==> src/hw/sdrbs_pkg.sv <==
/*
 sdrbs_pkg: command encodings, timing constants and carrier structs for the
 SDRAM refresh and bank-state controller.
 Assumes a 50 MHz single system clock.
*/
package sdrbs_pkg;
    // ------------------------------------------------------------
    // clock and timing
    // ------------------------------------------------------------
    localparam int CLK_PERIOD_PS          = 20000;
    localparam int PRECHARGE_WAIT_PS      = 20000;
    localparam int ACTIVATE_TO_ACCESS_PS  = 20000;
    localparam int REFRESH_CYCLE_PS       = 66000;
    localparam int MODE_LOAD_WAIT_CLK     = 2;
    localparam int ROW_ACTIVE_MIN_PS      = 44000;
    localparam int SELF_REFRESH_EXIT_PS   = 67000;
    localparam int SELF_REFRESH_EXIT_MIN  = 2;
    localparam int REFRESH_INTERVAL_NS    = 7813;
    localparam int REFRESH_INTERVAL_AUTO_NS = 1953;
    localparam int REFRESH_PER_WINDOW     = 8192;

    function automatic int ceil_clk(input int ps);
        int c;
        c = (ps + CLK_PERIOD_PS - 1) / CLK_PERIOD_PS;
        return (c < 1) ? 1 : c;
    endfunction

    localparam int PRECHARGE_WAIT_CLK     = ceil_clk(PRECHARGE_WAIT_PS);
    localparam int ACTIVATE_TO_ACCESS_CLK = ceil_clk(ACTIVATE_TO_ACCESS_PS);
    localparam int REFRESH_CYCLE_CLK      = ceil_clk(REFRESH_CYCLE_PS);
    localparam int ROW_ACTIVE_MIN_CLK     = ceil_clk(ROW_ACTIVE_MIN_PS);
    localparam int SR_EXIT_RAW            = ceil_clk(SELF_REFRESH_EXIT_PS);
    localparam int SELF_REFRESH_EXIT_CLK  = (SR_EXIT_RAW < SELF_REFRESH_EXIT_MIN) ?
                                            SELF_REFRESH_EXIT_MIN : SR_EXIT_RAW;
    // longest interval rounds down
    localparam int REFRESH_INTERVAL_CLK   = (REFRESH_INTERVAL_NS * 1000) / CLK_PERIOD_PS;
    localparam int REFRESH_INTERVAL_AUTO_CLK = (REFRESH_INTERVAL_AUTO_NS * 1000) / CLK_PERIOD_PS;

    localparam int NUM_BANKS = 4;
    localparam int TMR_W     = 9;
    localparam int AUTO_PRECHARGE_BIT = 10;

    // ------------------------------------------------------------
    // command encodings {cs_n, ras_n, cas_n, we_n}
    // ------------------------------------------------------------
    localparam logic [3:0] CMD_DESELECT  = 4'h8;
    localparam logic [3:0] CMD_NOP       = 4'h7;
    localparam logic [3:0] CMD_ACTIVE    = 4'h3;
    localparam logic [3:0] CMD_READ      = 4'h5;
    localparam logic [3:0] CMD_WRITE     = 4'h4;
    localparam logic [3:0] CMD_BURST_END = 4'h6;
    localparam logic [3:0] CMD_PRECHARGE = 4'h2;
    localparam logic [3:0] CMD_REFRESH   = 4'h1;
    localparam logic [3:0] CMD_MODE_LOAD = 4'h0;

    // user request opcodes
    typedef enum logic [2:0] {
        SDRBS_OP_ACTIVE    = 3'h0,
        SDRBS_OP_READ      = 3'h1,
        SDRBS_OP_WRITE     = 3'h2,
        SDRBS_OP_PRECHARGE = 3'h3,
        SDRBS_OP_BURST_END = 3'h4,
        SDRBS_OP_MODE_LOAD = 3'h5
    } sdrbs_op_t;

    typedef struct packed {
        sdrbs_op_t   op;
        logic [1:0]  bank;
        logic        auto_precharge_select_bit;
        logic [12:0] addr;
    } sdrbs_req_t;

    typedef struct packed {
        logic        cke;
        logic        cs_n;
        logic        ras_n;
        logic        cas_n;
        logic        we_n;
        logic        bank_address_bit1;
        logic        bank_address_bit0;
        logic [12:0] addr;
    } sdrbs_pins_t;

    // per-bank states
    typedef enum logic [5:0] {
        BK_IDLE     = 6'h01,
        BK_ACTIVATE = 6'h02,
        BK_ROW      = 6'h04,
        BK_BURST    = 6'h08,
        BK_BURST_AP = 6'h10,
        BK_PRECHG   = 6'h20
    } sdrbs_bank_t;
endpackage

==> src/hw/sdrbs_bank.sv <==
/*
 sdrbs_bank: state tracker for one SDRAM bank as seen by the controller.
 Assumes commands arrive only when accepted by the main controller.
*/
`timescale 1ns/1ps
module sdrbs_bank
    import sdrbs_pkg::*;
(
    input  wire logic clk_i,
    input  wire logic rst_i,
    input  wire logic act_i,
    input  wire logic rw_i,
    input  wire logic rw_ap_i,
    input  wire logic pre_i,
    input  wire logic burst_end_i,
    output logic      idle_o,
    output logic      row_o,
    output logic      busy_o
);
    sdrbs_bank_t      st_q;
    logic [TMR_W-1:0] tmr_q;

    // ------------------------------------------------------------
    // bank state
    // ------------------------------------------------------------
    always_ff @(posedge clk_i) begin
        if (rst_i) begin
            st_q  <= BK_IDLE;
            tmr_q <= '0;
        end else begin
            if (tmr_q != '0) begin
                tmr_q <= tmr_q - TMR_W'(1);
            end
            case (st_q)
                BK_IDLE: begin
                    if (act_i) begin
                        st_q  <= BK_ACTIVATE;
                        tmr_q <= TMR_W'(ACTIVATE_TO_ACCESS_CLK - 1);
                    end
                end
                BK_ACTIVATE: begin
                    if (tmr_q == '0) begin
                        st_q <= BK_ROW;
                    end
                end
                BK_ROW, BK_BURST: begin
                    if (pre_i) begin
                        st_q  <= BK_PRECHG;
                        tmr_q <= TMR_W'(PRECHARGE_WAIT_CLK - 1);
                    end else if (rw_i && rw_ap_i) begin
                        st_q  <= BK_BURST_AP;
                        tmr_q <= TMR_W'(PRECHARGE_WAIT_CLK - 1);
                    end else if (rw_i) begin
                        st_q <= BK_BURST;
                    end else if (burst_end_i && st_q == BK_BURST) begin
                        st_q <= BK_ROW;
                    end
                end
                BK_BURST_AP, BK_PRECHG: begin
                    if (tmr_q == '0) begin
                        st_q <= BK_IDLE;
                    end
                end
                default: st_q <= BK_IDLE;
            endcase
        end
    end

    assign idle_o = (st_q == BK_IDLE);
    assign row_o  = (st_q == BK_ROW) || (st_q == BK_BURST);
    assign busy_o = (st_q == BK_ACTIVATE) || (st_q == BK_BURST_AP) || (st_q == BK_PRECHG);
endmodule // sdrbs_bank

==> src/hw/sdrbs_ctrl.sv <==
/*
 sdrbs_ctrl: SDRAM controller for refresh and per-bank command legality.
 Assumes a four-bank SDRAM on the pins and a user issuing requests by valid/ready.
*/
`timescale 1ns/1ps
module sdrbs_ctrl
    import sdrbs_pkg::*;
#(
    parameter bit AUTOMOTIVE = 1'b0
)(
    input  wire logic  clk_i,
    input  wire logic  rst_i,
    input  wire logic  req_valid_i,
    input  sdrbs_req_t req_i,
    output logic       req_ready_o,
    input  wire logic  sr_req_i,
    output logic       sr_active_o,
    output logic       refresh_busy_o,
    output sdrbs_pins_t pins_o
);
    localparam int RI_CLK = AUTOMOTIVE ? REFRESH_INTERVAL_AUTO_CLK : REFRESH_INTERVAL_CLK;

    typedef enum logic [6:0] {
        S_RUN     = 7'h01,
        S_PREALL  = 7'h02,
        S_REFRESH = 7'h04,
        S_MODE    = 7'h08,
        S_SR      = 7'h10,
        S_SR_EXIT = 7'h20,
        S_WAIT    = 7'h40
    } sdrbs_state_t;

    sdrbs_state_t     st_q;
    logic [TMR_W-1:0] tmr_q;
    logic             ref_due_q;
    logic             sr_pend_q;
    sdrbs_pins_t      pins_q;

    logic [NUM_BANKS-1:0] b_idle, b_row, b_busy;
    logic [NUM_BANKS-1:0] b_act, b_rw, b_pre, b_bt;
    logic                 all_idle, any_busy, accept, pre_all_go;

    // ------------------------------------------------------------
    // bank trackers
    // ------------------------------------------------------------
    for (genvar i = 0; i < NUM_BANKS; i++) begin : g_bank
        sdrbs_bank u_bank (
            .clk_i      (clk_i),
            .rst_i      (rst_i),
            .act_i      (b_act[i]),
            .rw_i       (b_rw[i]),
            .rw_ap_i    (req_i.auto_precharge_select_bit),
            .pre_i      (b_pre[i]),
            .burst_end_i(b_bt[i]),
            .idle_o     (b_idle[i]),
            .row_o      (b_row[i]),
            .busy_o     (b_busy[i])
        );
    end

    assign all_idle = &b_idle;
    assign any_busy = |b_busy;

    // ------------------------------------------------------------
    // legality of the user request
    // ------------------------------------------------------------
    function automatic logic legal(input sdrbs_req_t r, input logic [NUM_BANKS-1:0] idl,
                                   input logic [NUM_BANKS-1:0] row, input logic busy);
        logic ok;
        ok = 1'b0;
        case (r.op)
            SDRBS_OP_ACTIVE:    ok = idl[r.bank];
            SDRBS_OP_READ,
            SDRBS_OP_WRITE:     ok = row[r.bank];
            SDRBS_OP_PRECHARGE: ok = r.auto_precharge_select_bit ? !busy : !(busy && !idl[r.bank] &&
                                     !row[r.bank]);
            SDRBS_OP_BURST_END: ok = 1'b1;
            SDRBS_OP_MODE_LOAD: ok = &idl;
            default:            ok = 1'b0;
        endcase
        return ok;
    endfunction

    assign accept      = (st_q == S_RUN) && !ref_due_q && !sr_pend_q && req_valid_i &&
                         legal(req_i, b_idle, b_row, any_busy);
    assign req_ready_o = accept;

    always_comb begin
        b_act = '0;
        b_rw  = '0;
        b_pre = '0;
        b_bt  = '0;
        if (accept) begin
            case (req_i.op)
                SDRBS_OP_ACTIVE:    b_act[req_i.bank] = 1'b1;
                SDRBS_OP_READ,
                SDRBS_OP_WRITE:     b_rw[req_i.bank] = 1'b1;
                SDRBS_OP_PRECHARGE: begin
                    if (req_i.auto_precharge_select_bit) begin
                        b_pre = b_row;
                    end else begin
                        b_pre[req_i.bank] = b_row[req_i.bank];
                    end
                end
                SDRBS_OP_BURST_END: b_bt = b_row;
                default: ;
            endcase
        end
        if (pre_all_go) begin
            b_pre = b_row;
        end
    end

    // ------------------------------------------------------------
    // refresh interval timer
    // ------------------------------------------------------------
    logic [15:0] rint_q;
    always_ff @(posedge clk_i) begin
        if (rst_i) begin
            rint_q    <= '0;
            ref_due_q <= 1'b0;
        end else if (st_q == S_SR) begin
            rint_q    <= '0;
            ref_due_q <= 1'b0;
        end else begin
            if (rint_q == 16'(RI_CLK - 1)) begin
                rint_q    <= '0;
                ref_due_q <= 1'b1;
            end else begin
                rint_q <= rint_q + 16'h0001;
            end
            // clear on the last refresh cycle; a new tick in that cycle wins
            if (st_q == S_REFRESH && (tmr_q == '0 || tmr_q == TMR_W'(1)) &&
                rint_q != 16'(RI_CLK - 1)) begin
                ref_due_q <= 1'b0;
            end
        end
    end

    always_ff @(posedge clk_i) begin
        if (rst_i) begin
            sr_pend_q <= 1'b0;
        end else begin
            sr_pend_q <= sr_req_i && !AUTOMOTIVE;
        end
    end

    // ------------------------------------------------------------
    // main sequencer
    // ------------------------------------------------------------
    assign pre_all_go = (st_q == S_RUN) && (ref_due_q || sr_pend_q) && !any_busy && (|b_row);

    always_ff @(posedge clk_i) begin
        if (rst_i) begin
            st_q   <= S_RUN;
            tmr_q  <= '0;
            pins_q <= '{cke: 1'b1, cs_n: 1'b0, ras_n: 1'b1, cas_n: 1'b1, we_n: 1'b1,
                        bank_address_bit1: 1'b0, bank_address_bit0: 1'b0, addr: '0};
        end else begin
            if (tmr_q != '0) begin
                tmr_q <= tmr_q - TMR_W'(1);
            end
            {pins_q.cs_n, pins_q.ras_n, pins_q.cas_n, pins_q.we_n} <= CMD_NOP;
            pins_q.addr <= '0;
            case (st_q)
                S_RUN: begin
                    if (pre_all_go) begin
                        {pins_q.cs_n, pins_q.ras_n, pins_q.cas_n, pins_q.we_n} <= CMD_PRECHARGE;
                        pins_q.addr[AUTO_PRECHARGE_BIT] <= 1'b1;
                        st_q  <= S_PREALL;
                        tmr_q <= TMR_W'(PRECHARGE_WAIT_CLK);
                    end else if ((ref_due_q || sr_pend_q) && all_idle) begin
                        {pins_q.cs_n, pins_q.ras_n, pins_q.cas_n, pins_q.we_n} <= CMD_REFRESH;
                        if (sr_pend_q) begin
                            pins_q.cke <= 1'b0;
                            st_q  <= S_SR;
                            tmr_q <= TMR_W'(ROW_ACTIVE_MIN_CLK);
                        end else begin
                            st_q  <= S_REFRESH;
                            tmr_q <= TMR_W'(REFRESH_CYCLE_CLK - 1);
                        end
                    end else if (accept) begin
                        case (req_i.op)
                            SDRBS_OP_ACTIVE:    {pins_q.cs_n, pins_q.ras_n, pins_q.cas_n, pins_q.we_n} <= CMD_ACTIVE;
                            SDRBS_OP_READ:      {pins_q.cs_n, pins_q.ras_n, pins_q.cas_n, pins_q.we_n} <= CMD_READ;
                            SDRBS_OP_WRITE:     {pins_q.cs_n, pins_q.ras_n, pins_q.cas_n, pins_q.we_n} <= CMD_WRITE;
                            SDRBS_OP_PRECHARGE: {pins_q.cs_n, pins_q.ras_n, pins_q.cas_n, pins_q.we_n} <= CMD_PRECHARGE;
                            SDRBS_OP_BURST_END: {pins_q.cs_n, pins_q.ras_n, pins_q.cas_n, pins_q.we_n} <= CMD_BURST_END;
                            default:            {pins_q.cs_n, pins_q.ras_n, pins_q.cas_n, pins_q.we_n} <= CMD_MODE_LOAD;
                        endcase
                        pins_q.addr <= req_i.addr;
                        if (req_i.op == SDRBS_OP_READ || req_i.op == SDRBS_OP_WRITE ||
                            req_i.op == SDRBS_OP_PRECHARGE) begin
                            pins_q.addr[AUTO_PRECHARGE_BIT] <= req_i.auto_precharge_select_bit;
                        end
                        {pins_q.bank_address_bit1, pins_q.bank_address_bit0} <= req_i.bank;
                        if (req_i.op == SDRBS_OP_MODE_LOAD) begin
                            st_q  <= S_MODE;
                            tmr_q <= TMR_W'(MODE_LOAD_WAIT_CLK - 1);
                        end
                    end
                end
                S_PREALL, S_REFRESH, S_MODE: begin
                    if (tmr_q == '0 || tmr_q == TMR_W'(1)) begin
                        st_q <= (st_q == S_PREALL) ? S_RUN : S_WAIT;
                    end
                end
                S_WAIT: st_q <= S_RUN;
                S_SR: begin
                    {pins_q.cs_n, pins_q.ras_n, pins_q.cas_n, pins_q.we_n} <= CMD_DESELECT;
                    if (tmr_q == '0 && !sr_pend_q) begin
                        pins_q.cke <= 1'b1;
                        st_q  <= S_SR_EXIT;
                        tmr_q <= TMR_W'(SELF_REFRESH_EXIT_CLK - 1);
                    end
                end
                S_SR_EXIT: begin
                    if (tmr_q == '0) begin
                        st_q <= S_RUN;
                    end
                end
                default: st_q <= S_RUN;
            endcase
        end
    end

    assign pins_o         = pins_q;
    assign sr_active_o    = (st_q == S_SR) || (st_q == S_SR_EXIT);
    assign refresh_busy_o = (st_q != S_RUN);
endmodule // sdrbs_ctrl

==> config.mk <==
export PLATFORM = sky130hd
export DESIGN_NAME = sdrbs_ctrl
export DESIGN_NICKNAME = d
export VERILOG_FILES = /design/src/hw/sdrbs_pkg.sv /design/src/hw/sdrbs_bank.sv /design/src/hw/sdrbs_ctrl.sv
export SDC_FILE = /design/constraint.sdc
export NUM_CORES = 1
export LEC_CHECK = 0
export CORE_MARGIN = 5
export CORE_UTILIZATION = 25
export CTS_CLUSTER_SIZE = 28
export DETAILED_ROUTE_END_ITERATION = 12
export DONT_BUFFER_PORTS = 1
export GPL_ROUTABILITY_DRIVEN = 0
export PLACE_DENSITY_LB_ADDON = 0.05
export SYNTH_ARGS = -nofsm -noshare
export SYNTH_HDL_FRONTEND = slang
export SYNTH_HIERARCHICAL = 1
export SYNTH_SLANG_ARGS = --single-unit
export TNS_END_PERCENT = 1
==> constraint.sdc <==
create_clock -name clk_i -period 4.5 [get_ports clk_i]
set_clock_uncertainty 0.15 [all_clocks]
set_input_delay 0.45 -clock clk_i [delete_from_list [all_inputs] [get_ports clk_i]]
set_output_delay 0.45 -clock clk_i [all_outputs]
set_load 0.05 [all_outputs]
## After elaboration in Yosys (flattened, before gate mapping)

Cells that the tools add are included.

| storage, ports and cells | value |
|---|---|
| latch bits | 0 |
| output and inout port bits | 23 |
| memory bits (read-only) | 0 |
| logic and storage cells | 278 |
| RAM bits | 0 |
| register bits after elaboration | 114 |
| input port bits | 23 |
| memories kept | 0 |

| cells by class | value |
|---|---|
| muxes and demuxes | 99 |
| $lt $le $gt $ge | 2 |
| equality and inequality tests | 63 |
| bitwise gates (word level) | 5 |
| shift operators | 0 |
| $mul | 0 |
| reductions and logical operators | 81 |
| $add $sub $neg | 6 |
| divide/modulo/power cells | 0 |

Operators by type and width:

| operator | count |
|---|---|
| 9-bit 2-to-1 mux | 22 |
| 6-bit 2-to-1 mux | 28 |
| 6-bit case mux with 4 select lines | 4 |
| 9-bit case mux with 2 select lines | 5 |
| 7-bit 2-to-1 mux | 8 |
| 9-bit logical NOT | 5 |
| 9-bit nonzero test | 5 |
| 9-bit by 1-bit subtractor with 9-bit output, second input constant | 5 |
| 4-bit 2-to-1 mux | 11 |
| 7-bit case mux with 4 select lines | 1 |
| 6-bit by 1-bit equality test with 1-bit output, second input constant | 4 |
| 6-bit by 2-bit equality test with 1-bit output, second input constant | 4 |
| 6-bit by 3-bit equality test with 1-bit output, second input constant | 4 |
| 6-bit by 4-bit equality test with 1-bit output, second input constant | 4 |
| 6-bit by 5-bit equality test with 1-bit output, second input constant | 4 |
| 6-bit equality test, second input constant | 4 |
| 4-bit AND reduction | 6 |
| 1-bit logical AND | 22 |
| 5-bit by 3-bit != test with 1-bit output, second input constant | 4 |
| 2-bit OR reduction | 10 |
| 18-bit 2-to-1 mux | 1 |
| 2-bit by 1-bit != test with 1-bit output, second input constant | 9 |
| 2-bit != test, second input constant | 9 |
| 1-bit logical OR | 17 |
| other kinds (36) | 60 |

## Logic depth before layout (Yosys ltp)

Gate-level depths: netlist (run 1).

| logic depth | value |
|---|---|
| depth after elaboration | 17 |
| gate-level depth with buffers | 14 |
| gate-level depth less buffers | 12 |

## Modules after synthesis

Netlist (run 1), hierarchy kept.

By module, submodules not included:

| module | instances | seq. area each (um^2) | cells each | area each (um^2) |
|---|---|---|---|---|
| sdrbs_bank | 4 | 300.3 | 100 | 910.9 |
| sdrbs_ctrl | 1 | 1,081.0 | 331 | 2,760.1 |

## Least setup slack after synthesis (run 1)

Ideal clock, no wire load.

| timing path | value |
|---|---|
| path type | reg-to-reg |
| from | register g_bank[1].u_bank.st_q[4] |
| to | register g_bank[0].u_bank.tmr_q[1] |
| data required time | 4,227 ps |
| clock period less this slack | 3,991 ps |
| stages on the path, launching flop included | 14 |
| data arrival time | 3,718 ps |
| path slack | 509 ps |
| buffers on the path | 1 |
| library setup time | 123 ps |
| cells stage by stage | dfxtp_1 or3_1 nor3_1 mux4_2 nand3b_1 a2111o_1 o311a_1 buf_2 or3_1 nor3_1 a21oi_1 or4_1 nand3b_4 a211oi_1 |

| on the way | value |
|---|---|
| word-level cells in the longest chain between the ends | 15 |
| elaborated cells on any way between the ends | 39 |
| those cells by class | eq/ne: 6; mux: 16; bitwise: 1; reduce/logical: 16 |

Ends and longest elaborated chain:

| element | RTL line | source |
|---|---|---|
| from (decl) | sdrbs_bank.sv:20 | `sdrbs_bank_t st_q;` |
| from (signal assigned) | sdrbs_bank.sv:28 | `st_q <= BK_IDLE;` |
| from (signal assigned) | sdrbs_bank.sv:37 | `st_q <= BK_ACTIVATE;` |
| from (signal assigned) | sdrbs_bank.sv:43 | `st_q <= BK_ROW;` |
| 6-bit by 3-bit equality test with 1-bit output or 6-bit by 4-bit equality test with 1-bit output (tied branches) | sdrbs_bank.sv:70 | `assign row_o = (st_q == BK_ROW) \|\| (st_q == BK_BURST);` |
| 1-bit logical OR * | sdrbs_bank.sv:70 |  |
| via b_row[1] | sdrbs_ctrl.sv:39 | `logic [NUM_BANKS-1:0] b_idle, b_row, b_busy;` |
| 1-bit binary-select mux with 2-bit select * | sdrbs_ctrl.sv:74, sdrbs_ctrl.sv:76 |  |
| 1-bit 2-to-1 mux (not written as such) * | sdrbs_ctrl.sv:74, sdrbs_ctrl.sv:76 |  |
| 1-bit logical NOT | sdrbs_ctrl.sv:76 | `!row[r.bank]);` |
| 1-bit logical AND | sdrbs_ctrl.sv:75 | `SDRBS_OP_PRECHARGE: ok = r.auto_precharge_select_bit ? !busy : !(busy && !idl[r.bank] &&` |
| 1-bit logical NOT | sdrbs_ctrl.sv:75 |  |
| 1-bit 2-to-1 mux | sdrbs_ctrl.sv:75 |  |
| 1-bit case mux with 5 select lines * | sdrbs_ctrl.sv:71 | `case (r.op)` |
| 1-bit logical AND * | sdrbs_ctrl.sv:84 | `assign accept = (st_q == S_RUN) && !ref_due_q && !sr_pend_q && req_valid_i &&` |
| 4-bit 2-to-1 mux * | sdrbs_ctrl.sv:93 | `if (accept) begin` |
| via b_rw[0] | sdrbs_ctrl.sv:40 | `logic [NUM_BANKS-1:0] b_act, b_rw, b_pre, b_bt;` |
| 1-bit logical AND * | sdrbs_bank.sv:50 | `end else if (rw_i && rw_ap_i) begin` |
| 9-bit 2-to-1 mux * | sdrbs_bank.sv:50 |  |
| 9-bit 2-to-1 mux * | sdrbs_bank.sv:47 | `if (pre_i) begin` |
| 9-bit case mux with 2 select lines * | sdrbs_bank.sv:34 | `case (st_q)` |
| to (signal assigned) | sdrbs_bank.sv:38 | `tmr_q <= TMR_W'(ACTIVATE_TO_ACCESS_CLK - 1);` |
| to (signal assigned) | sdrbs_bank.sv:49 | `tmr_q <= TMR_W'(PRECHARGE_WAIT_CLK - 1);` |
| to (signal assigned) | sdrbs_bank.sv:52 | `tmr_q <= TMR_W'(PRECHARGE_WAIT_CLK - 1);` |
| to (decl) | sdrbs_bank.sv:21 | `logic [TMR_W-1:0] tmr_q;` |

The timed path passes the listed nets; every way through them passes the cells marked *. The select of a mux whose other input is x is not followed.
A chain may end at the register's enable or synchronous reset.

## Final worst setup path (run 1)

| timing path | value |
|---|---|
| from | register g_bank[3].u_bank.st_q[4] |
| to | register g_bank[0].u_bank.tmr_q[1] |

| on the way | value |
|---|---|
| word-level cells in the longest chain between the ends | 15 |
| elaborated cells on any way between the ends | 39 |
| those cells by class | eq/ne: 6; mux: 16; bitwise: 1; reduce/logical: 16 |

Ends and longest elaborated chain:

| element | RTL line | source |
|---|---|---|
| from (decl) | sdrbs_bank.sv:20 |  |
| from (signal assigned) | sdrbs_bank.sv:28 |  |
| from (signal assigned) | sdrbs_bank.sv:37 |  |
| from (signal assigned) | sdrbs_bank.sv:43 |  |
| 6-bit by 1-bit equality test with 1-bit output * | sdrbs_bank.sv:69 | `assign idle_o = (st_q == BK_IDLE);` |
| via b_idle[3] | sdrbs_ctrl.sv:39 |  |
| 1-bit binary-select mux with 2-bit select | sdrbs_ctrl.sv:72, sdrbs_ctrl.sv:75 |  |
| 1-bit 2-to-1 mux (not written as such) | sdrbs_ctrl.sv:72, sdrbs_ctrl.sv:75 |  |
| 1-bit logical NOT | sdrbs_ctrl.sv:75 |  |
| 1-bit logical AND (2 in series) | sdrbs_ctrl.sv:75 |  |
| 1-bit logical NOT | sdrbs_ctrl.sv:75 |  |
| 1-bit 2-to-1 mux | sdrbs_ctrl.sv:75 |  |
| 1-bit case mux with 5 select lines * | sdrbs_ctrl.sv:71 |  |
| 1-bit logical AND * | sdrbs_ctrl.sv:84 |  |
| 4-bit 2-to-1 mux * | sdrbs_ctrl.sv:93 |  |
| via b_rw[0] | sdrbs_ctrl.sv:40 |  |
| 1-bit logical AND * | sdrbs_bank.sv:50 |  |
| 9-bit 2-to-1 mux * | sdrbs_bank.sv:50 |  |
| 9-bit 2-to-1 mux * | sdrbs_bank.sv:47 |  |
| 9-bit case mux with 2 select lines * | sdrbs_bank.sv:34 |  |

Marked as above.

==> results.txt, run 1 <==
Post-synth design cell area = 6400 µm²
CTS Buffer Depth = 2
Number of detailed-routing iterations run before antenna repair = 5
M1 WL = 8230 µm
Static leakage = 2.84 nW
Met2 wire length = 8220 µm
Total met3 wirelength after detailed routing = 763 µm
Uppermost layer routed = met4
Cells taking the most area after synthesis = sky130_fd_sc_hd__dfxtp_1 36%, sky130_fd_sc_hd__nor2_1 5.2%, sky130_fd_sc_hd__xnor2_1 4.1%, sky130_fd_sc_hd__nor3_1 2.9%, sky130_fd_sc_hd__o21ai_0 2.7%
Largest stage delay on the critical path = 0.58 ns
Remaining max-slew budget at the tightest pin = 30.6%
Number of diodes added for antenna fixing = 0
Vias per Instance = 4.92
CP Capture Type = register
Global-route wire length before repair = 28300 µm
Clock insertion delay at the later pin of the skew report = 0.41 ns
Master of the slowest instance on the critical path = sky130_fd_sc_hd__or4b_4
Maximum vdd drop = 220 µV
Part of the cycle the worst path needs = 94.5%
Number of inserted filler cells in the final layout = 2611
Peak fanout along the critical path = 9
First-iteration detailed-routing DRC count = 259
Unrepaired setup endpoints after global routing = no
Standard-cell rows = 58
Core outline area = 25200 µm²
Number of enable flip-flop cells after synthesis = 0
Drt wl/cell = 15.9 µm
Pins Over Slew Limit = 0
Residual overflow from global routing = 0
Die Height = 170 µm
Mean post-synth cell area = 8.76 µm²
Largest net degree at the start of global routing = 42
Count of cell types in the netlist = 61
Most prevalent standard cell on the critical path = sky130_fd_sc_hd__nor3_1
Ports = 46
Post-detailed-routing wire length = 17400 µm
Master cell of the clock root buffer = sky130_fd_sc_hd__clkbuf_16
Vias after detailed routing = 5386
Register bit count reported by yosys = 114
Depth of the CTS H-tree = 4
Post-detailed-route DRC marker count = 0
Overall die area = 28900 µm²
Starting density of the core = 25.4%
TritonCTS Buffers = 17
HPWL after DPL = 11900 µm
Worst path cell trace = or4b_4, nor3_1, mux2i_1, a31o_2, a2111o_1, o311a_1, or3_1, nor3_1, a21oi_1, or4_1, nand3b_4, a211oi_1
Post-route setup TNS = 0 ns
Area overhead of the layout relative to synthesis = 17.8%
TritonCTS clock tree = done
Area taken by flip-flops and latches = 2280 µm²
Setup violators final = 0
Post-layout utilization of the core = 30.0%
Synthesized instance count = 731
Type of origin of the critical path = register
Syn nets = 767
GRT Overall Usage = 12.1%
Leading area contributor after synthesis = sky130_fd_sc_hd__dfxtp_1
Slew of the pin with the lowest slew margin = 1.04 ns
Post-layout min period = 4.25 ns
Status = finished, final reports clean
Highest Clock Rate = 235 MHz
Total Nets Final = 788
P per Cell Area = 552 nW/µm²
Number of clock sinks seen by CTS = 114
Top-count cell post-synth = sky130_fd_sc_hd__dfxtp_1
Fin. Hold Viols = 0
Antenna violations before repair = 0
Top FF cell, synth = sky130_fd_sc_hd__dfxtp_1
Worst path arrival time = 4.39 ns
Clock edge transition at the registers on the reported setup and hold paths = 0.06 ns
Quantity of I/O buffers inserted on ports = 0
Number of synthesis warnings = 6
Fraction of synthesized cell area taken by the top area cell type = 35.6%
Worst setup path category = register to register
List of most frequent post-synthesis cells = 114 x sky130_fd_sc_hd__dfxtp_1, 89 x sky130_fd_sc_hd__nor2_1, 37 x sky130_fd_sc_hd__nor3_1, 35 x sky130_fd_sc_hd__nand2_1, 35 x sky130_fd_sc_hd__o21ai_0
Required time of the critical path = 4.64 ns
Fraction of final layout cells sized beyond drive strength 1 = 12.2%
Antenna-violating nets left = 0
Number of gates given a new drive strength after cts = 0
Portion of the post-synthesis area used by sequential elements = 35.6%
Max-capacitance violation count = 0
Die extent in x = 170 µm
Share of async-settable or async-resettable flops after synthesis = 0%
Area occupied by multi-input gates = 3850 µm²
Min-delay worst type = input port to register
Via count of the first global-routing pass = 5380
-- layer usage --
layer	vias up	track usage (%)
li1	2709	-
met1	2593	15.4
met2	68	19.7
met3	16	3.93
met4	0	3.58
met5	-	0
-- layout make-up --
class | instances | area share, %
tap | 330 | 5.47
timing repair buffer | 27 | 3.18
clock inverter | 12 | 2.41
clock buffer | 20 | 5.92
inverter | 34 | 1.69
sequential | 114 | 30.3
multi-input combinational | 558 | 51.1
-- worst max-delay path: cells and delay by family, from the launching register on --
kind               cells  cell delay (ns)
AOI/OAI and AO/OA      5             0.97
DFF                    1             0.37
muxes                  1             0.15
and+or+nand+nor        6             2.48
-- kinds of logic after synthesis --
kind of cell | share of synthesized area (%)
buffers and inverters | 4.20
and+or+nand+nor | 33.9
xor gates and xnor gates | 6.43
muxes | 2.74
AOI/OAI and AO/OA | 14.6
DFF | 35.6
adders and majority gates | 2.54
-- through the flow --
stage | hold slack (ns) | power (mW) | instance area [µm²] | cells | setup WS, ns
CTS | 0.0000209 | 4.23 | 7520 | 1093 | 0.290
global placement | 0.322 | 2.71 | 6770 | 1048 | 0.259
detailed placement | 0.337 | 2.73 | 6770 | 1048 | 0.311
floorplan | 0.308 | 2.47 | 6400 | 731 | 0.509
global route | 0.000988 | 4.46 | 7540 | 1095 | 0.0680
finish | 0.0207 | 4.16 | 7540 | 1095 | 0.249
-- flip-flops by register name, indices dropped and copies added (netlist names) --
register             count
g_bank.u_bank/tmr_q     36
g_bank.u_bank/st_q      24
pins_o                  20
rint_q                  16
tmr_q                    9
st_q                     7
ref_due_q                1
sr_pend_q                1
-- where the power goes --
part,internal [mW],leakage [nW],switching (mW)
registers,1.17,0.931,0.233
clock network,0.944,0.293,0.510
logic,0.627,1.62,0.685
-- what timing repair did --
action | in CTS | in global routing
endpoints found under the hold margin | 30 | 2
hold buffers | 13 | 2
setup buffers | 0 | 0
-- cell usage in the layout (no fill, tap or decap), types with 5 or more instances in the layout --
cell type and instances:
sky130_fd_sc_hd__mux2i_1 13, sky130_fd_sc_hd__clkbuf_16 17, sky130_fd_sc_hd__inv_1 34, sky130_fd_sc_hd__nand3_1 16, sky130_fd_sc_hd__buf_4 12, sky130_fd_sc_hd__nand2b_1 24, sky130_fd_sc_hd__and3_1 10, sky130_fd_sc_hd__and2_1 16
sky130_fd_sc_hd__or2_2 5, sky130_fd_sc_hd__a21oi_1 25, sky130_fd_sc_hd__xnor2_1 30, sky130_fd_sc_hd__ha_1 13, sky130_fd_sc_hd__dlygate4sd3_1 15, sky130_fd_sc_hd__or4b_4 9, sky130_fd_sc_hd__a211o_1 6, sky130_fd_sc_hd__a211oi_1 12
sky130_fd_sc_hd__dfxtp_1 114, sky130_fd_sc_hd__nor4b_1 8, sky130_fd_sc_hd__xor2_1 17, sky130_fd_sc_hd__or3_1 14, sky130_fd_sc_hd__o32ai_1 8, sky130_fd_sc_hd__or4_1 16, sky130_fd_sc_hd__nand3b_1 13, sky130_fd_sc_hd__nand2_1 35
sky130_fd_sc_hd__nor3_1 37, sky130_fd_sc_hd__nor2_1 89, sky130_fd_sc_hd__a21boi_0 5, sky130_fd_sc_hd__o21ai_0 35, sky130_fd_sc_hd__nor4_1 24, sky130_fd_sc_hd__nor3b_1 6
-- path summary, 6_finish.rpt --
| check | cells past startpoint | endpoint | slack (ns) | startpoint |
|---|---|---|---|---|
| worst max-delay path | 12 | g_bank[0].u_bank/tmr_q[1] | 0.25 | g_bank[3].u_bank/st_q[4] |
| worst min-delay path | 1 | sr_pend_q | 0.02 | sr_req_i |
| worst max register to register | 12 | g_bank[0].u_bank/tmr_q[1] | 0.25 | g_bank[3].u_bank/st_q[4] |
| worst min register to register | 2 | rint_q[14] | 0.34 | rint_q[14] |
Note: power is estimated with default switching activity, not from simulation.
==> inputs of run 2 (changes only) <==
- CORE_ASPECT_RATIO: not set -> 1.75
- CORE_UTILIZATION: 25 -> 64
==> run 2 against run 1 <==
Effect of this change:
- via count rose by 1.4%
- cell count shrank 20%
- hold slack lost 0.0062 ns
- critical path depth unchanged
- critical endpoint unchanged
- largest power group is now sequential cells
==> results.txt, run 2 (synthesis results as in run 1) <==
Status = finished, final reports clean
Residual overflow from global routing = 0
Total Nets Final = 776
Peak fanout along the critical path = 12
HPWL after DPL = 10200 µm
GRT Overall Usage = 26.0%
Vias per Instance = 6.22
Antenna-violating nets left = 0
CTS Buffer Depth = 2
Area overhead of the layout relative to synthesis = 11.8%
Number of clock sinks seen by CTS = 114
Min-delay worst type = input port to register
Pins Over Slew Limit = 0
Overall die area = 12200 µm²
Core outline area = 9850 µm²
Most common library cell in the layout ignoring fill and taps = sky130_fd_sc_hd__dfxtp_1
Part of the cycle the worst path needs = 95.0%
Required time of the critical path = 4.64 ns
Largest net degree at the start of global routing = 42
Depth of the CTS H-tree = 4
Worst path cell trace = or4b_4, nor3_1, mux2i_1, a31o_2, a2111o_1, o311a_1, or3_1, nor3_1, a21oi_1, or4_1, nand3b_4, a211oi_1
Clock insertion delay at the later pin of the skew report = 0.41 ns
Post-detailed-routing wire length = 15000 µm
Unrepaired setup endpoints after global routing = no
Clock edge transition at the registers on the reported setup and hold paths = 0.05 ns
Most prevalent standard cell on the critical path = sky130_fd_sc_hd__nor3_1
Global-route wire length before repair = 25600 µm
Ports = 46
Postcts setup bufs = 0
Standard-cell rows = 48
Vias after detailed routing = 5461
TritonCTS clock tree = done
Post-layout min period = 4.27 ns
Worst setup path category = register to register
Post-route setup TNS = 0 ns
Quantity of I/O buffers inserted on ports = 0
Largest stage delay on the critical path = 0.58 ns
Most used cells in the layout excluding fill and tap cells = 113 x sky130_fd_sc_hd__dfxtp_1, 89 x sky130_fd_sc_hd__nor2_1, 35 x sky130_fd_sc_hd__nor3_1, 35 x sky130_fd_sc_hd__o21ai_0, 35 x sky130_fd_sc_hd__nand2_1
Area taken by flip-flops and latches = 2280 µm²
Number of detailed-routing iterations run before antenna repair = 5
Number of inserted filler cells in the final layout = 808
Master of the slowest instance on the critical path = sky130_fd_sc_hd__or4b_4
Antenna violations before repair = 0
Hold path startpoint = req_i[11]
Die Height = 142 µm
TritonCTS Buffers = 17
Highest Clock Rate = 234 MHz
Max-capacitance violation count = 0
Maximum vdd drop = 500 µV
Fin. Hold Viols = 0
P per Cell Area = 564 nW/µm²
Area occupied by multi-input gates = 3860 µm²
Placed cell count = 837
First-iteration detailed-routing DRC count = 296
Launching instance or port of the critical path = g_bank[3].u_bank/st_q[4]
Post-detailed-route DRC marker count = 0
Number of standard cells in the final layout excluding fillers = 878
Slew of the pin with the lowest slew margin = 1.15 ns
Largest Register = g_bank.u_bank/tmr_q
Flip-flop count of the largest register, all copies and words added = 36
Static leakage = 2.77 nW
Origin of the critical flop-to-flop path = g_bank[3].u_bank/st_q[4]
Worst path arrival time = 4.41 ns
Remaining max-slew budget at the tightest pin = 22.2%
Fraction of final layout cells sized beyond drive strength 1 = 12.0%
Master cell of the clock root buffer = sky130_fd_sc_hd__clkbuf_16
Die extent in x = 85.6 µm
Setup violators final = 0
Number of diodes added for antenna fixing = 0
Starting density of the core = 65.0%
CP Capture Type = register
Type of origin of the critical path = register
Drt wl/cell = 17.0 µm
Via count of the first global-routing pass = 5488
-- run 2: changes by cell type in the layout (fill, tap and decap cells not counted) --
cell                            delta
sky130_fd_sc_hd__bufinv_16         -1
sky130_fd_sc_hd__nor3_2            +2
sky130_fd_sc_hd__dlygate4sd3_1     -6
sky130_fd_sc_hd__inv_6             +1
sky130_fd_sc_hd__nor3_1            -2
sky130_fd_sc_hd__clkinv_4          -2
sky130_fd_sc_hd__dfxtp_2           +1
sky130_fd_sc_hd__clkinvlp_4        +1
sky130_fd_sc_hd__buf_4             -6
sky130_fd_sc_hd__dfxtp_1           -1
sky130_fd_sc_hd__clkbuf_8          -1
sky130_fd_sc_hd__clkinv_2          +2
-- run 2: repair_timing --
action,CTS,global route
gates resized for setup,0,3
endpoints found under the setup margin,0,15
hold buffers,8,1
endpoints found under the hold margin,29,1
-- run 2: where the power goes --
| group | internal [mW] | switching (mW) |
|---|---|---|
| Sequential | 1.17 | 0.236 |
| Clock | 0.869 | 0.478 |
| Combinational | 0.620 | 0.668 |
| Total | 2.66 | 1.38 |
-- run 2: area by class of cell --
cell class	instances	share of cell area, %
inverters	34	1.78
multi-input cells	558	54.0
well taps	125	2.18
clock inverters	13	2.24
clock buffers	19	6.05
repair buffers	15	1.89
flip-flops and latches	114	31.9
-- run 2: path summary, 6_finish.rpt --
kind | cells after the start | end | slack (ns)
worst max register to register | 12 | g_bank[0].u_bank/tmr_q[1] | 0.23
worst min-delay path | 1 | pins_o[11] | 0.01
worst min register to register | 2 | rint_q[13] | 0.35
worst max-delay path | 12 | g_bank[0].u_bank/tmr_q[1] | 0.23
-- run 2: per-stage QoR --
step / cell area [µm²] / utilization, % / worst slack, ns / hold WS (ns) / power, mW
2_1_floorplan: 6400 / - / 0.509 / 0.308 / 2.47
3_3_place_gp: 6460 / 65.6 / 0.382 / 0.321 / 2.63
3_5_place_dp: 6460 / 65.6 / 0.250 / 0.347 / 2.69
4_1_cts: 7140 / 72.5 / 0.220 / 0.000110 / 4.06
5_1_grt: 7160 / 72.7 / 0.0241 / 0.00243 / 4.30
6_report: 7160 / 72.7 / 0.227 / 0.0145 / 4.04
-- run 2: per-layer routing --
metal  track usage, %  routed length [µm]  up-vias
met1             27.0                5840     2632
li1                 -                   -     2676
met4             12.4                 425        0
met5                0                   0        -
met2             47.8                8120      117
met3             6.72                 564       36
-- run 2: worst max-delay path, delay by kind of cell (launching register included) --
kind            cells  cell delay [ns]
mux                 1             0.13
compound gates      5             1.10
simple gates        6             2.41
flops               1             0.37
==> inputs of run 3 (changes only) <==
- ABC_AREA: not set -> 1
==> run 3 against run 2 <==
Effect of this change:
- cell count increased by 29%
- flip-flop and latch count unchanged
- first-iteration DRC count increased by 24%
- setup slack improved by 0.97 ns
- final area increased by 1.7%
- wire length increased by 4.9%
- core utilization increased by 0.80 points
- area after synthesis increased by 1.6%
- critical path type unchanged
- critical endpoint is now g_bank[2].u_bank/st_q[2]
==> results.txt, run 3 <==
Status = finished, final reports clean
Maximum vdd drop = 474 µV
Remaining max-slew budget at the tightest pin = 62.9%
Mean post-synth cell area = 6.63 µm²
Met3 Track Usage GR = 6.77%
Master of the slowest instance on the critical path = sky130_fd_sc_hd__inv_2
Number of detailed-routing iterations run before antenna repair = 5
Vias per Instance = 5.56
Die extent in x = 86.2 µm
Overall die area = 12400 µm²
Die Height = 143 µm
TritonCTS Buffers = 17
Post-detailed-routing wire length = 15700 µm
Core outline area = 9910 µm²
Required time of the critical path = 4.65 ns
Number of gates given a new drive strength after cts = 0
Clock insertion delay at the later pin of the skew report = 0.41 ns
Global-route wire length before repair = 26100 µm
P per Cell Area = 695 nW/µm²
Largest Register = g_bank.u_bank/tmr_q
Cells taking the most area after synthesis = sky130_fd_sc_hd__dfxtp_1 35%, sky130_fd_sc_hd__nand2_1 11%, sky130_fd_sc_hd__nor2_1 11%, sky130_fd_sc_hd__inv_1 7.8%, sky130_fd_sc_hd__nand3_1 6.0%
Fraction of synthesized cell area taken by the top area cell type = 35.1%
Syn nets = 1017
Register bit count reported by yosys = 114
Number of clock sinks seen by CTS = 114
Antenna-violating nets left = 0
Portion of the post-synthesis area used by sequential elements = 35.1%
Part of the cycle the worst path needs = 73.3%
Worst setup path category = register to register
Standard-cell rows = 48
Largest stage delay on the critical path = 0.37 ns
Fraction of final layout cells sized beyond drive strength 1 = 10.4%
Post-layout min period = 3.30 ns
Peak fanout along the critical path = 12
Leading area contributor after synthesis = sky130_fd_sc_hd__dfxtp_1
Post-detailed-route DRC marker count = 0
Number of enable flip-flop cells after synthesis = 0
Met2 demand-to-capacity share in global routing = 48.1%
Max-capacitance violation count = 0
Drt wl/cell = 13.8 µm
Post-route setup TNS = 0 ns
Antenna violations before repair = 0
Post-synth design cell area = 6500 µm²
Number of diodes added for antenna fixing = 0
Number of synthesis warnings = 6
Master cell of the clock root buffer = sky130_fd_sc_hd__clkbuf_16
Flip-flop count of the largest register, all copies and words added = 36
Total chip power = 5.06 mW
Launching instance or port of the critical path = g_bank[0].u_bank/st_q[3]
Fin. Hold Viols = 0
Pins Over Slew Limit = 0
CTS Buffer Depth = 2
Count of cell types in the netlist = 40
HPWL after DPL = 11500 µm
List of most frequent post-synthesis cells = 199 x sky130_fd_sc_hd__nand2_1, 193 x sky130_fd_sc_hd__nor2_1, 136 x sky130_fd_sc_hd__inv_1, 114 x sky130_fd_sc_hd__dfxtp_1, 78 x sky130_fd_sc_hd__nand3_1
Most prevalent standard cell on the critical path = sky130_fd_sc_hd__nand2_1
Type of origin of the critical path = register
GRT Overall Usage = 26.2%
Min-delay worst type = input port to register
Share of async-settable or async-resettable flops after synthesis = 0%
Vias after detailed routing = 6327
Most common library cell in the layout ignoring fill and taps = sky130_fd_sc_hd__nand2_1
Slew of the pin with the lowest slew margin = 0.555 ns
Static leakage = 3.42 nW
Largest net degree at the start of global routing = 17
Setup violators final = 0
Clock edge transition at the registers on the reported setup and hold paths = 0.05 ns
Most used cells in the layout excluding fill and tap cells = 199 x sky130_fd_sc_hd__nand2_1, 193 x sky130_fd_sc_hd__nor2_1, 136 x sky130_fd_sc_hd__inv_1, 114 x sky130_fd_sc_hd__dfxtp_1, 78 x sky130_fd_sc_hd__nand3_1
Residual overflow from global routing = 0
TritonCTS clock tree = done
Synthesized instance count = 981
Quantity of I/O buffers inserted on ports = 0
Highest Clock Rate = 303 MHz
Met1 track demand over resource in global routing = 25.8%
Via count of the first global-routing pass = 6103
First-iteration detailed-routing DRC count = 368
Ports = 46
CP Capture Type = register
Worst path cell trace = nor2_1, nand3_1, inv_1, nand2_1, nand2_1, nor2_1, nand2_1, nand2_1, nand2_1, nand2_1, nand2_1, nand2_2, inv_2, nand2_1, nor2_1, nor2_1, nand4_1, nand3_2, nor2_1, nor2_1
Origin of the critical flop-to-flop path = g_bank[0].u_bank/st_q[3]
Peak-usage layer in the global routing report = met2
Total Nets Final = 1037
Top FF cell, synth = sky130_fd_sc_hd__dfxtp_1
Hold path startpoint = req_i[6]
Worst path arrival time = 3.45 ns
Starting density of the core = 65.6%
Top-count cell post-synth = sky130_fd_sc_hd__nand2_1
Unrepaired setup endpoints after global routing = no
Depth of the CTS H-tree = 4
Area overhead of the layout relative to synthesis = 11.9%
==> run 3: changes by cell type after synthesis, sizes merged, moves of 16 or more <==
cell    before  now
nand2b      24    0
nand2       39  218
xnor2       30    4
nor2        89  212
nand4        3   22
and2        16    0
inv         34  152
nor4        28    9
nand3b      17    0
nand3       16   88
or4         16    0
or3         16    0
==> run 3: cells by family (layout without fill, tap and decap cells) <==
group                    count (synthesis)  count (layout)  synth area share, %
buffers and inverters                  164             195                 10.1
AO/OA/AOI/OAI                           81              81                 7.10
flip-flops                             114             114                 35.1
adder cells (fa/ha/maj)                 13              13                 2.50
XOR/XNOR                                25              25                 3.37
AND/OR/NAND/NOR                        584             584                 41.8
==> run 3: worst paths after layout <==
path | endpoint | depth (start not counted) | slack (ns)
max | g_bank[2].u_bank/st_q[2] | 20 | 1.20
max reg2reg | g_bank[2].u_bank/st_q[2] | 20 | 1.20
min | pins_o[6] | 2 | 0.006
min reg2reg | rint_q[15] | 2 | 0.31
==> run 3: stage by stage <==
stage          hold WS, ns  setup WS (ns)  instances  utilization (%)  area, µm²
2_1_floorplan        0.283           1.93        981                -       6500
3_3_place_gp         0.296           1.40       1095             66.4       6580
3_5_place_dp         0.306           1.32       1095             66.4       6580
4_1_cts           0.000302           1.25       1137             73.5       7280
5_1_grt             0.0103          0.803       1137             73.5       7280
6_report           0.00576           1.20       1137             73.5       7280
==> run 3: what timing repair did <==
item / in CTS / in global routing
endpoints found under the hold margin: 18 / 0
setup endpoints to repair: 0 / 0
setup buffers: 0 / 0
hold buffers: 12 / 0
==> run 3: metal layers <==
layer	up-vias	share of wire [%]
met3	62	6.1
met4	0	4.6
met5	-	0
li1	3146	-
met1	2892	37
met2	227	53
==> run 3: final cells by class <==
cell class / instances / area (µm²)
inverters: 152 / 571
fillers: 814 / 2630
clock inverters: 5 / 75.1
well taps: 125 / 156
repair buffers: 13 / 128
clock buffers: 25 / 505
multi-input cells: 703 / 3560
flip-flops and latches: 114 / 2280
==> run 3: report_power, final <==
group / leakage (nW) / total (mW) / internal [mW] / switching (mW)
clock network: 0.289 / 1.32 / 0.878 / 0.443
logic: 2.20 / 2.25 / 0.763 / 1.48
registers: 0.933 / 1.49 / 1.24 / 0.258
==> run 3: worst max-delay path: cells and delay by family, from the launching register on <==
family / cells / cell delay, ns
and+or+nand+nor: 18 / 2.10
buffers and inverters: 2 / 0.58
DFF: 1 / 0.33
